<file path="config.mk">
export PLATFORM = sky130hd
export DESIGN_NAME = crsup_top
export DESIGN_NICKNAME = d
export VERILOG_FILES = /design/src/inc/crsup_pkg.sv /design/src/crsup_sync.sv /design/src/crsup_top.sv
export SDC_FILE = /design/constraint.sdc
export NUM_CORES = 1
export LEC_CHECK = 0
export ABC_AREA = 1
export BUFFER_PORTS_ARGS = -buffer_cell sky130_fd_sc_hd__buf_4
export CELL_PAD_IN_SITES_DETAIL_PLACEMENT = 0
export CELL_PAD_IN_SITES_GLOBAL_PLACEMENT = 2
export CORE_MARGIN = 2
export CORE_UTILIZATION = 37
export DETAILED_ROUTE_END_ITERATION = 7
export HOLD_SLACK_MARGIN = 0.02
export PLACE_DENSITY_LB_ADDON = 0.1
export SLEW_MARGIN = 20
export SYNTH_ARGS = -nofsm -noshare
export SYNTH_HDL_FRONTEND = slang
export SYNTH_SLANG_ARGS = --single-unit
export TNS_END_PERCENT = 50
</file>
<file path="constraint.sdc">
create_clock -name sys_clk -period 9.2 [get_ports sys_clk]
set_clock_uncertainty 0.1 [all_clocks]
set_input_delay 1.84 -clock sys_clk [delete_from_list [all_inputs] [get_ports sys_clk]]
set_output_delay 1.84 -clock sys_clk [all_outputs]
set_load 0.1 [all_outputs]
</file>
<file path="src/inc/crsup_pkg.sv">
package crsup_pkg;

    // clock rate and documented times
    localparam int unsigned CRSUP_CLK_HZ          = 50_000_000;
    localparam int unsigned CRSUP_CLK_PERIOD_NS   = 20;
    localparam int unsigned CRSUP_HOLD_MS         = 200;
    localparam int unsigned CRSUP_WDOG_MS         = 1600;
    localparam int unsigned CRSUP_GLITCH_NS       = 100;

    // derived cycle counts: hold and timeout are typical figures, glitch rounds up
    localparam int unsigned CRSUP_HOLD_CYCLES   = (CRSUP_CLK_HZ / 1000) * CRSUP_HOLD_MS;
    localparam int unsigned CRSUP_WDOG_CYCLES   = (CRSUP_CLK_HZ / 1000) * CRSUP_WDOG_MS;
    localparam int unsigned CRSUP_GLITCH_CYCLES =
        (CRSUP_GLITCH_NS + CRSUP_CLK_PERIOD_NS - 1) / CRSUP_CLK_PERIOD_NS;

    // width of the shared counters
    localparam int unsigned CRSUP_CNT_W = 32;

    // synchroniser reset values, low and high
    localparam logic [1:0] CRSUP_SYNC_RST_LOW  = 2'h0;
    localparam logic [1:0] CRSUP_SYNC_RST_HIGH = 2'h3;

    // synchronised inputs travel together
    typedef struct packed {
        logic supply_low;
        logic manual_reset_n;
        logic kick;
        logic kick_enable;
    } crsup_in_t;

    // sequencer states
    typedef enum logic [1:0] {
        CRSUP_ST_ACTIVE,
        CRSUP_ST_HOLD,
        CRSUP_ST_RUN
    } crsup_state_t;

endpackage : crsup_pkg

</file>
<file path="src/crsup_sync.sv">
`timescale 1ns/10ps
// two-flop synchroniser for one input level
module crsup_sync
    import crsup_pkg::*;
#(
    parameter logic RST_VAL = 1'b0
)
(
    input  wire logic sys_clk,
    input  wire logic rst,
    input  wire logic d_in,
    output logic      q_out
);

    logic meta_reg;
    logic meta_next;
    logic sync_reg;
    logic sync_next;

    // first flop only feeds second
    always_comb
    begin
        meta_next = d_in;
        sync_next = meta_reg;
    end

    always_ff @(posedge sys_clk or posedge rst)
    begin
        if (rst)
        begin
            meta_reg <= RST_VAL;
            sync_reg <= RST_VAL;
        end
        else
        begin
            meta_reg <= meta_next;
            sync_reg <= sync_next;
        end
    end

    assign q_out = sync_reg;

endmodule : crsup_sync

</file>
<file path="src/crsup_top.sv">
`timescale 1ns/10ps
// How it works
// - reset low while supply low
// - hold reset 200 ms after any release
// - manual reset low forces reset
// - hold starts on manual reset rising
// - kick stuck one timeout causes reset
// - watchdog disabled when kick floats
// - watchdog counter clears on reset, kick edges
// - high output is exact complement
// - manual reset pulses under 100 ns ignored
// - floating kick never trips watchdog
module crsup_top
    import crsup_pkg::*;
#(
    parameter bit                     HAS_MANUAL = 1'b1,
    parameter bit                     HAS_WDOG   = 1'b1,
    parameter bit                     HAS_HIGH   = 1'b1,
    parameter logic [CRSUP_CNT_W-1:0] HOLD_CYCLES   = CRSUP_CNT_W'(CRSUP_HOLD_CYCLES),
    parameter logic [CRSUP_CNT_W-1:0] WDOG_CYCLES   = CRSUP_CNT_W'(CRSUP_WDOG_CYCLES),
    parameter logic [CRSUP_CNT_W-1:0] GLITCH_CYCLES = CRSUP_CNT_W'(CRSUP_GLITCH_CYCLES)
)
(
    input  wire logic sys_clk,
    input  wire logic rst,
    input  wire logic supply_low_in,
    input  wire logic manual_reset_in_n,
    input  wire logic watchdog_kick_in,
    input  wire logic watchdog_kick_driven_in,
    output logic      cpu_reset_out_n,
    output logic      cpu_reset_out
);

    crsup_in_t                  sync_in;
    crsup_state_t               state_reg;
    crsup_state_t               state_next;
    logic [CRSUP_CNT_W-1:0]     hold_cnt_reg;
    logic [CRSUP_CNT_W-1:0]     hold_cnt_next;
    logic [CRSUP_CNT_W-1:0]     wdog_cnt_reg;
    logic [CRSUP_CNT_W-1:0]     wdog_cnt_next;
    logic [CRSUP_CNT_W-1:0]     glitch_cnt_reg;
    logic [CRSUP_CNT_W-1:0]     glitch_cnt_next;
    logic                       manual_low_reg;
    logic                       manual_low_next;
    logic                       kick_last_reg;
    logic                       kick_last_next;
    logic                       rst_n_reg;
    logic                       rst_n_next;
    logic                       rst_p_reg;
    logic                       rst_p_next;
    logic                       kick_edge;
    logic                       wdog_on;
    logic                       wdog_expire;
    logic                       source_active;

    // input synchronisers
    crsup_sync #(.RST_VAL(CRSUP_SYNC_RST_HIGH[0])) u_sync_supply
    (
        .sys_clk (sys_clk),
        .rst     (rst),
        .d_in    (supply_low_in),
        .q_out   (sync_in.supply_low)
    );
    crsup_sync #(.RST_VAL(CRSUP_SYNC_RST_HIGH[0])) u_sync_manual
    (
        .sys_clk (sys_clk),
        .rst     (rst),
        .d_in    (manual_reset_in_n | ~HAS_MANUAL),
        .q_out   (sync_in.manual_reset_n)
    );
    crsup_sync #(.RST_VAL(CRSUP_SYNC_RST_LOW[0])) u_sync_kick
    (
        .sys_clk (sys_clk),
        .rst     (rst),
        .d_in    (watchdog_kick_in),
        .q_out   (sync_in.kick)
    );
    crsup_sync #(.RST_VAL(CRSUP_SYNC_RST_LOW[0])) u_sync_kick_en
    (
        .sys_clk (sys_clk),
        .rst     (rst),
        .d_in    (watchdog_kick_driven_in & HAS_WDOG),
        .q_out   (sync_in.kick_enable)
    );

    // watchdog and sources
    always_comb
    begin
        kick_edge     = sync_in.kick ^ kick_last_reg;
        wdog_on       = sync_in.kick_enable;
        wdog_expire   = wdog_on && (wdog_cnt_reg >= WDOG_CYCLES - 1'b1);
        source_active = sync_in.supply_low || manual_low_reg;
    end

    // manual reset filter: low must persist past the glitch time
    always_comb
    begin
        glitch_cnt_next = '0;
        manual_low_next = manual_low_reg;
        if (sync_in.manual_reset_n)
        begin
            manual_low_next = 1'b0;
        end
        else if (glitch_cnt_reg >= GLITCH_CYCLES - 1'b1)
        begin
            glitch_cnt_next = glitch_cnt_reg;
            manual_low_next = 1'b1;
        end
        else
        begin
            glitch_cnt_next = glitch_cnt_reg + 1'b1;
        end
    end

    // sequencer: active, hold, run
    always_comb
    begin
        state_next    = state_reg;
        hold_cnt_next = hold_cnt_reg;
        case (state_reg)
            CRSUP_ST_ACTIVE:
            begin
                hold_cnt_next = '0;
                if (!source_active)
                begin
                    state_next = CRSUP_ST_HOLD;
                end
            end
            CRSUP_ST_HOLD:
            begin
                if (source_active)
                begin
                    state_next    = CRSUP_ST_ACTIVE;
                    hold_cnt_next = '0;
                end
                else if (hold_cnt_reg >= HOLD_CYCLES - 1'b1)
                begin
                    state_next = CRSUP_ST_RUN;
                end
                else
                begin
                    hold_cnt_next = hold_cnt_reg + 1'b1;
                end
            end
            CRSUP_ST_RUN:
            begin
                if (source_active)
                begin
                    state_next = CRSUP_ST_ACTIVE;
                end
                else if (wdog_expire)
                begin
                    state_next    = CRSUP_ST_HOLD;
                    hold_cnt_next = '0;
                end
            end
            default:
            begin
                state_next    = CRSUP_ST_ACTIVE;
                hold_cnt_next = '0;
            end
        endcase
    end

    // watchdog counter and outputs
    always_comb
    begin
        kick_last_next = sync_in.kick;
        if (state_reg != CRSUP_ST_RUN || kick_edge || !wdog_on || wdog_expire)
        begin
            wdog_cnt_next = '0;
        end
        else
        begin
            wdog_cnt_next = wdog_cnt_reg + 1'b1;
        end
        rst_n_next = (state_next == CRSUP_ST_RUN);
        rst_p_next = HAS_HIGH ? (state_next != CRSUP_ST_RUN) : 1'b0;
    end

    // register the manual filter and watchdog state
    always_ff @(posedge sys_clk or posedge rst)
    begin
        if (rst)
        begin
            wdog_cnt_reg   <= '0;
            glitch_cnt_reg <= '0;
            manual_low_reg <= 1'b0;
            kick_last_reg  <= 1'b0;
        end
        else
        begin
            wdog_cnt_reg   <= wdog_cnt_next;
            glitch_cnt_reg <= glitch_cnt_next;
            manual_low_reg <= manual_low_next;
            kick_last_reg  <= kick_last_next;
        end
    end

    // register the sequencer and both reset outputs; the high output idles at 0 when absent
    always_ff @(posedge sys_clk or posedge rst)
    begin
        if (rst)
        begin
            state_reg      <= CRSUP_ST_ACTIVE;
            hold_cnt_reg   <= '0;
            rst_n_reg      <= 1'b0;
            rst_p_reg      <= HAS_HIGH;
        end
        else
        begin
            state_reg      <= state_next;
            hold_cnt_reg   <= hold_cnt_next;
            rst_n_reg      <= rst_n_next;
            rst_p_reg      <= rst_p_next;
        end
    end

    assign cpu_reset_out_n = rst_n_reg;
    assign cpu_reset_out   = rst_p_reg;

endmodule : crsup_top

</file>
### Word level (Yosys, flattened, before mapping)

Index checks and enable logic that the tools add are counted.

* input bits: 6
* output and inout bits: 2
* register bits: 110
* logic and storage cells: 57

* reduce and logical (&&, ||, !) cells: 9
* $lt $le $gt $ge: 3
* multiplexer cells: 16
* $add $sub $neg: 3
* bitwise logic cells: 1
* equal/unequal tests: 9

Operators by type and width (count)
* 2-to-1 mux 32 bit: 7
* adder 32 x 1 -> 32 bit (second input constant): 3
* one-hot mux 32 bit (2 select lines): 1
* greater-or-equal comparator 32 x 24 -> 1 bit (second input constant): 1
* greater-or-equal comparator 32 x 27 -> 1 bit (second input constant): 1
* greater-or-equal comparator 32 x 3 -> 1 bit (second input constant): 1
* 2-to-1 mux 2 bit: 5
* != test 2 bit (second input constant): 4
* one-hot mux 2 bit (3 select lines): 1
* equality test 2 bit (second input constant): 2
* logical OR 1 bit: 4
* != test 3 bit (second input constant): 1
* AND reduction 3 bit: 1
* equality test 2 x 1 -> 1 bit (second input constant): 1
* logical NOT 2 bit: 1
* 2-to-1 mux 1 bit: 2
* != test 2 x 1 -> 1 bit (second input constant): 1
* nonzero test 2 bit: 1
* logical AND 1 bit: 1
* logical NOT 1 bit: 1
* XOR 1 bit: 1

### Longest topological paths before layout

Gate-level depths: netlist of the first run.

* word-level depth: 6
* gate-level depth with buffers: 14

### By module

From an unflattened synthesis of the first run, not the netlist that was laid out.

* cell total of the unflattened synthesis: 707
* area, all modules: 5461.5 um2

Modules (own cells, without submodules)
* crsup_top: cells an instance 695, area an instance 5241.3 um2, times used 1, sequential area each 2553.7 um2
* crsup_sync at u_sync_manual ...: cells an instance 3, area an instance 56.3 um2, times used 2, sequential area each 52.6 um2
* crsup_sync at u_sync_kick ...: cells an instance 3, area an instance 53.8 um2, times used 2, sequential area each 50.0 um2

### Worst setup path after synthesis of the first run

Ideal clock, no wire load.

* kind: flip-flop to output port
* start: register rst_n_reg, in the netlist cpu_reset_out_n
* end: output cpu_reset_out_n
* arrival: 883 ps
* cell stages (with the launch flop): 1
* setup slack: 6377 ps
* cells stage by stage: dfrtp_1

RTL lines
* start, declared: RTL line crsup_top.sv:47 `logic rst_n_reg;`
* start signal, assigned: RTL line crsup_top.sv:214 `rst_n_reg <= rst_n_next;`
* end, declared: RTL line crsup_top.sv:30 `output logic cpu_reset_out_n,`

No word-level cell between the ends.

### Worst setup path after layout of the first run

* start: register rst_p_reg, in the netlist cpu_reset_out
* end: output cpu_reset_out

RTL lines
* start, declared: RTL line crsup_top.sv:49 `logic rst_p_reg;`
* start signal, assigned: RTL line crsup_top.sv:215 `rst_p_reg <= rst_p_next;`
* end, declared: RTL line crsup_top.sv:31 `output logic cpu_reset_out`

No word-level cell between the ends.

==> summary.txt, run 1 <==
Run status
  – Status: finished clean

Power
  – Peak VDD IR: 0.0835 mV
  – Leakage: 2.76 nW
  – NetSw: 0.227 mW
  – Clk pwr share: between 40 and 50%
  – Comb pwr share: 3.5%
  – P_int: 0.725 mW
  – Pwr dens: 155 nW/µm²
  – Sequential power share: 52.2%
  – Final Power: around 0.95 mW
  – Sw Ratio: a little under a quarter

Die
  – Initial core utilization: a little under two fifths
  – Die height: approximately 130 µm
  – Die width: 127 µm
  – Core ar.: 14,600 µm²
  – Row cnt: 44
  – Die area: around 16,000 µm²
  – # IOs: 8

Place
  – Post-DP HPWL: 8910 µm
  – IO buf count: 7
  – Global placement routability congestion: 0.809
  – Placed cells: approximately 900

Synth
  – Top_reg_cell synth: dfrtp_1
  – Post-synth top area cell: dfrtp_1
  – Top cells by count, synth: nor2_1, nand2_1, dfrtp_1, inv_1, nand3_1
  – Top-count cell post-synth: nor2_1
  – Ranking of synthesized cells by area: dfrtp_1, nor2_1, nand2_1
  – Synthesis Warnings: 0
  – Synth cell types: 37
  – Post-synthesis register bit count: 110
  – Mapped cell area: 5590 µm²
  – Synth Area per Inst: 7.77 µm²
  – Post-synthesis sequential area ratio: 49.4%
  – Synth Instances: 719
  – Top-area cell type share of the netlist area: between 40% and 50%
  – Number of synthesized flops with an enable pin: 0
  – Async SR Flop Fraction: 100%

CTS
  – Clock latency on the worst-skew pair: 360 ps
  – Total CTS buffers: 9
  – H-tree depth: 3
  – Clk slew on worst S/H paths: 80 ps
  – CTS tree: done
  – CTS Buffer Depth: 2
  – Root buf cell: clkbuf_16
  – Post_cts resized: 0
  – Clock sink count: 110
  – # hold bufs at CTS: 0
  – Setup bufs post-CTS: 0

Detailed routing
  – # DRC: 0
  – DR WL/cell: 14.0 µm
  – Initial DRC count: 231
  – Via count: 4,420
  – Vias/cell: 4.83
  – Drt pass-1 iters: 6
  – Final Routed Wirelength: 12,800 µm
  – ANT nets after route: 0

Setup path
  – Critical Path Max Stage Delay: 520 ps
  – Reg2reg path depth: 7
  – CP Depth: 1
  – WP data required: 7260 ps
  – Kind of critical path: register to output port
  – Worst Path Buf+Inv: 1
  – Delay-heaviest family, CP: flip-flops
  – Worst Path Max Fanout: 1
  – Setup crit start kind: register
  – CP Cell Sequence: buf_4
  – Crit path DAT: approximately 1200 ps
  – CP endpoint kind: output port
  – Worst path slowest cell: dfstp_2

STA
  – RSZ-0062 raised after global routing: false
  – Least-Margin Pin Slew: 881 ps
  – Final hold vios: 0
  – Setup TNS Final: 0 ps
  – Setup Viol. Count Final: 0
  – Hold_ws: 257 ps
  – Final Cycle Share: 33.7%
  – Final-report max-slew violation count: 0
  – Clock period minus worst slack: 3100 ps
  – Achievable Freq: 323 MHz
  – Relative slew slack: 41.2%

Global route
  – Total gr overflow: 0
  – First-pass GRT wire length: 22,500 µm
  – Vias in the first global route: between 4,000 and 5,000
  – Largest net degree at the start of global routing: 80
  – Tot GR Track Use: roughly 17%
  – Initial antenna violation count: 0

Finish
  – Layout cells sized above 1: 7.51%
  – Ant. Diodes: 0
  – Area Growth Syn to Fin: 9.90%
  – # nets final: 737
  – Post-Layout Cell Count: 916

Flow run
  – Max capacitance violation total: 0

Worst hold path
  – Hold path depth: 0
  – Worst hold path type: register to register
metal layers:
metal / routed length, µm / track usage [%]
met2: 6020 / 29.1
met4: 224 / 5.62
met3: 361 / 4.47
met1: 6180 / 22.4
met5: 0 / 0
area by class of cell:
class	count	area (µm²)
clock buffer	10	239
clock inverter	6	90.1
fill	1471	8510
inverter	104	393
multi-input combinational	493	2340
sequential	110	2760
tap	184	230
timing repair buffer	9	87.6
logic make-up after synthesis:
| logic type | synth area share (%) |
|---|---|
| AND/OR/NAND/NOR | 34.8 |
| buffers and inverters | 8.98 |
| flip-flops | 49.4 |
| AO/OA/AOI/OAI | 2.69 |
| XOR/XNOR | 3.14 |
| adder cells (fa/ha/maj) | 0.896 |
| other | 0.0671 |
power groups by stage:
stage | Combinational [mW] | Clock (mW) | Sequential [mW]
after CTS | 0.0329 | 0.438 | 0.497
final | 0.0330 | 0.422 | 0.497
after detailed placement | 0.0329 | 0 | 0.507
after floorplan | 0.0239 | 0 | 0.504
after global placement | 0.0320 | 0 | 0.506
after global routing | 0.0390 | 0.457 | 0.498
cell usage in the layout (no fill, tap or decap), types with 2 or more instances in the layout:
cell	netlist	final
a21oi_1	7	7
a41oi_1	2	2
buf_4	1	8
clkbuf_16	0	9
clkinv_8	0	2
conb_1	1	5
dfrtp_1	105	105
dfstp_2	5	5
ha_1	4	4
inv_1	100	99
inv_2	4	4
nand2_1	155	155
nand2_2	5	5
nand2_4	2	2
nand3_1	52	52
nand3_2	2	2
nand4_1	32	32
nor2_1	156	156
nor2_2	3	3
nor2_4	4	4
nor3_1	11	11
nor4_1	11	11
o21ai_0	11	11
o21bai_1	2	2
or2_2	2	2
xnor2_1	4	4
xor2_1	16	16
path summary, 6_finish.rpt:
check                                            start                      to  slack, ps
worst max register to register          manual_low_reg        hold_cnt_reg[26]       6480
worst min register to register  u_sync_manual.meta_reg     u_sync_manual.q_out        260
worst max-delay path                     cpu_reset_out           cpu_reset_out       6100
min in group asynchronous                          rst        wdog_cnt_reg[21]       1370
worst min-delay path            u_sync_manual.meta_reg     u_sync_manual.q_out        260
max in group asynchronous                          rst  u_sync_manual.meta_reg       6600
through the flow:
stage / util (%) / setup slack (ps) / instance area, µm²
detailed placement: 39.5 / 5800 / 5780
global route: 41.9 / 6070 / 6140
global placement: 39.5 / 5830 / 5780
floorplan: - / 4370 / 5600
CTS: 41.7 / 6080 / 6110
finish: 41.9 / 6100 / 6140
(Power assumes the default switching activity.)
==> inputs of run 2 (changes only) <==
Settings changed: ABC_AREA 1 to 0.
Clock period 9.2 ns to 3.1 ns, I/O delays scaled along.
==> summary.txt, run 2 <==
Run status
  – Status: finished clean

Finish
  – Ant. Diodes: 0
  – Area Growth Syn to Fin: 13.0%
  – Post-Layout Cell Count: 646
  – Commonest non-fill, non-tap cell in the layout: dfrtp_1
  – Commonest cells after routing, fill and taps aside: dfrtp_1, nor2_1, nor2b_1
  – # nets final: 479
  – Layout cells sized above 1: approximately 11%

Synth
  – Post-synthesis sequential area ratio: 57.3%
  – Top cells by count, synth: dfrtp_1, nor2_1, nor2b_1, nand2_1, nand3_1
  – Async SR Flop Fraction: 100%
  – Synthesis Warnings: 0
  – Post-synthesis register bit count: 110
  – Ranking of synthesized cells by area: dfrtp_1, nor2b_1, nor2_1
  – Synth cell types: 53
  – Top_reg_cell synth: dfrtp_1
  – Top-count cell post-synth: dfrtp_1
  – Synth Instances: 454
  – Number of synthesized flops with an enable pin: 0
  – Synth Area per Inst: 10.6 µm²
  – Post-synth top area cell: dfrtp_1
  – Mapped cell area: 4820 µm²
  – Top-area cell type share of the netlist area: between 50% and 60%

CTS
  – CTS tree: done
  – CTS Buffer Depth: 2
  – Total CTS buffers: 9
  – Clk slew on worst S/H paths: ~80 ps
  – H-tree depth: 3
  – Clock sink count: 110
  – # hold bufs at CTS: 0
  – Post_cts resized: 0
  – Clock latency on the worst-skew pair: 350 ps
  – Setup bufs post-CTS: 0
  – Root buf cell: clkbuf_16

Global route
  – Grt met1 use: between 20% and 30%
  – GR peak layer: met2
  – Initial antenna violation count: 0
  – Largest net degree at the start of global routing: 41
  – M2 GR Usage: a little over a fifth
  – First-pass GRT wire length: 16,200 µm
  – Tot GR Track Use: 14.5%
  – Met3 usage: 4.22%
  – Total gr overflow: 0
  – Vias in the first global route: 3,132

Die
  – Die area: 13,900 µm²
  – # IOs: 8
  – Die height: 118 µm
  – Die width: 118 µm
  – Row cnt: 41
  – Initial core utilization: 38.0%
  – Core ar.: 12,700 µm²

STA
  – Achievable Freq: between 300 and 400 MHz
  – Hold_ws: 260 ps
  – Relative slew slack: 46.9%
  – Final Cycle Share: 86.5%
  – Final setup margin: 419 ps
  – Least-Margin Pin Slew: roughly 790 ps
  – Setup Viol. Count Final: 0
  – Final-report max-slew violation count: 0
  – Final hold vios: 0
  – Setup TNS Final: 0 ps
  – RSZ-0062 raised after global routing: false
  – Clock period minus worst slack: 2680 ps

Setup path
  – CP endpoint kind: register
  – Crit path DAT: 2800 ps
  – WP data required: 3220 ps
  – Worst Path Max Fanout: 26
  – Setup crit start kind: register
  – Kind of critical path: register to register

Detailed routing
  – Vias/cell: between 5 and 6
  – Final Routed Wirelength: 9460 µm
  – ANT nets after route: 0
  – DR WL/cell: approximately 15 µm
  – Initial DRC count: roughly 180
  – Via count: 3,326
  – Drt pass-1 iters: 4
  – # DRC: 0

Power
  – Pwr dens: 507 nW/µm²
  – Final Power: 2.76 mW
  – Leakage: 2.32 nW
  – Peak VDD IR: roughly 0.35 mV

Place
  – Post-DP HPWL: 6260 µm
  – Pre-CTS setup slack: 430 ps
  – IO buf count: 7
  – Global placement routability congestion: 0.730
  – Placed cells: 630

Flow run
  – Max capacitance violation total: 0

Worst hold path
  – Worst hold path type: register to register
[run 2: cell count changes after synthesis, moves of 17 or more]
cell     previous run  this run
inv_1             100        10
nand2_1           155        32
nand3_1            52        32
nand4_1            32        15
nor2_1            156        47
nor2b_1             0        38
[run 2: report_power, final]
group	leakage (nW)	switching, mW	internal (mW)
sequential	1.49	0.0195	1.46
clock	0.150	0.588	0.582
combinational	0.674	0.0754	0.0378
total	2.32	0.683	2.08
[run 2: metrics by stage]
| step | util (%) | cell area (µm²) |
|---|---|---|
| after detailed placement | 40.5 | 5140 |
| after floorplan | - | 4840 |
| after global placement | 40.5 | 5140 |
| after global routing | 43.0 | 5440 |
| final | 43.0 | 5440 |
| after CTS | 43.0 | 5440 |
[run 2: final timing paths]
kind | start | end | slack, ps | cells after the start
worst min register to register | u_sync_manual.meta_reg | u_sync_manual.q_out | 260 | 0
min in group asynchronous | rst | glitch_cnt_reg[9] | 310 | 2
worst min-delay path | u_sync_manual.meta_reg | u_sync_manual.q_out | 260 | 0
max in group asynchronous | rst | cpu_reset_out | 1880 | 3
worst max-delay path | wdog_cnt_reg[0] | hold_cnt_reg[28] | 420 | 7
worst max register to register | wdog_cnt_reg[0] | hold_cnt_reg[28] | 420 | 7
[run 2: area by class of cell]
type | instances | area [µm²]
timing repair buffer | 16 | 145
sequential | 110 | 2760
inverter | 10 | 41.3
clock buffer | 9 | 225
fill | 1224 | 7230
tap | 172 | 215
clock inverter | 7 | 81.3
multi-input combinational | 322 | 1980
[run 2: cell families after synthesis]
| kind of cell | share of synthesized area, % |
|---|---|
| other | 0.0778 |
| muxes | 0.416 |
| and+or+nand+nor | 24.5 |
| DFF | 57.3 |
| AOI/OAI and AO/OA | 9.84 |
| buffers and inverters | 2.13 |
| adders and majority gates | 1.04 |
| xor gates and xnor gates | 4.73 |
[run 2: metal layers]
layer / share of wire [%] / up-vias / routed length, µm
met5: 0 / - / 0
met4: 0.72 / 0 / 68
met3: 2.8 / 4 / 262
met2: 46 / 43 / 4400
met1: 50 / 1621 / 4730
li1: - / 1658 / -
[run 2: worst max-delay path: stages (launching register included)]
cell	delay, ps
dfrtp_1	390
ha_1	210
nand3_2	170
o311a_1	410
or4_1	500
o211a_2	330
nor2_2	340
nor2b_1	90
==> inputs of run 3 (changes only) <==
Settings changed: ABC_AREA 0 to 1, CTS_BUF_LIST set to sky130_fd_sc_hd__clkbuf_4.
Clock period 3.1 ns to 3.3 ns, I/O delays scaled along.
==> summary.txt, run 3 (synthesized netlist as in run 1, its figures left out) <==
STA
  – Achievable Freq: 423 MHz
  – Clock period minus worst slack: approximately 2400 ps
  – Hold_ws: 157 ps
  – Relative slew slack: 40.2%
  – Final hold vios: 0
  – RSZ-0062 raised after global routing: false
  – Final setup margin: 936 ps
  – Final Cycle Share: a little under three quarters
  – Setup TNS Final: 0 ps
  – Final-report max-slew violation count: 0
  – Setup Viol. Count Final: 0
  – Least-Margin Pin Slew: 896 ps

Die
  – Core ar.: approximately 15,000 µm²
  – Die width: 127 µm
  – Initial core utilization: 38.1%
  – # IOs: 8
  – Die height: 127 µm
  – Die area: 16,100 µm²
  – Row cnt: 44

Finish
  – Ant. Diodes: 0
  – Layout cells sized above 1: 7.77%
  – Commonest non-fill, non-tap cell in the layout: nor2_1
  – Final instance area: 5990 µm²
  – Area Growth Syn to Fin: 7.30%
  – # nets final: approximately 740
  – Commonest cells after routing, fill and taps aside: nor2_1, nand2_1, dfrtp_1

Detailed routing
  – ANT nets after route: 0
  – # DRC: 0
  – Via count: approximately 4,400
  – Initial DRC count: 228
  – Drt pass-1 iters: 5
  – Final Routed Wirelength: ~13,000 µm
  – Vias/cell: 4.85
  – DR WL/cell: around 14 µm

Global route
  – Initial antenna violation count: 0
  – First-pass GRT wire length: between 20,000 and 25,000 µm
  – Vias in the first global route: 4,473
  – Tot GR Track Use: 16.9%
  – Total gr overflow: 0
  – Largest net degree at the start of global routing: 40

Setup path
  – CP Depth: 13
  – Critical Path Max Stage Delay: 490 ps
  – Delay-heaviest family, CP: simple AND/OR/NAND/NOR gates
  – CP endpoint kind: register
  – Most numerous cell on the critical path: nand2_1
  – Worst Path Buf+Inv: 1
  – Worst Path Max Fanout: 25
  – Setup crit start kind: register
  – Crit path DAT: 2650 ps
  – Kind of critical path: register to register
  – Worst path slowest cell: dfrtp_1
  – Worst reg2reg setup slack: 940 ps
  – Reg2reg path depth: 13
  – WP data required: about 3600 ps
  – CP Cell Sequence: ha_1, nand2_1, nor2_4, nand3_2, nand2_1, nand2_1, nand2_1, nand2_1, nand2_2, nand2_4, nand3_4, inv_2, nor2_1

Power
  – Final Power: between 2 and 2.5 mW
  – Leakage: 2.70 nW
  – Peak VDD IR: about 0.27 mV
  – Pwr dens: approximately 370 nW/µm²

Place
  – Pre-CTS setup slack: between 900 and 1000 ps
  – Post-DP Area: between 5000 and 6000 µm²
  – Global placement routability congestion: 0.875
  – Post-DP HPWL: 9250 µm
  – IO buf count: 7

CTS
  – Total CTS buffers: 9
  – Clock latency on the worst-skew pair: 480 ps
  – Setup bufs post-CTS: 0
  – # hold bufs at CTS: 0
  – CTS tree: done
  – Clock sink count: 110
  – CTS Buffer Depth: 2
  – Clk slew on worst S/H paths: ~180 ps
  – Post_cts resized: 0
  – H-tree depth: 3
  – Root buf cell: clkbuf_4

Worst hold path
  – Hold path depth: 1
  – Worst hold path type: input port to register

Run status
  – Status: finished clean

Flow run
  – Max capacitance violation total: 0
==> run 3: path summary, 6_finish.rpt <==
check	start	endpoint
min in group asynchronous	rst	glitch_cnt_reg[12]
worst max-delay path	hold_cnt_reg[0]	hold_cnt_reg[25]
worst min register to register	u_sync_manual.meta_reg	u_sync_manual.q_out
max in group asynchronous	rst	u_sync_supply.meta_reg
worst min-delay path	supply_low_in	u_sync_supply.meta_reg
worst max register to register	hold_cnt_reg[0]	hold_cnt_reg[25]
==> run 3: where the power goes <==
group          internal (mW)  switching [mW]  total [mW]
Clock                  0.262           0.487       0.749
Combinational         0.0256          0.0707      0.0963
Sequential              1.37          0.0183        1.39
Total                   1.66           0.576        2.23
==> run 3: through the flow <==
step                      utilization [%]  std cells
final                                40.9        918
after global routing                 40.9        918
after CTS                            40.9        918
after detailed placement             39.8        902
after global placement               39.8        902
after floorplan                         -        723
==> run 3: per-layer routing <==
metal  vias to the layer above  routed length [µm]  track usage [%]
li1                       2264                   -                -
met5                         -                   0                0
met2                        75                6000             28.7
met4                         0                 133             3.88
met3                        11                 380             3.29
met1                      2099                6090             22.5
==> run 3: final cells by class <==
cell class,count,area (µm²)
Multi-Input combinational cell,493,2340
Fill cell,1550,8650
Clock buffer,10,75.1
Inverter,104,394
Tap cell,184,230
Timing Repair Buffer,11,108
Clock inverter,6,87.6
Sequential cell,110,2760
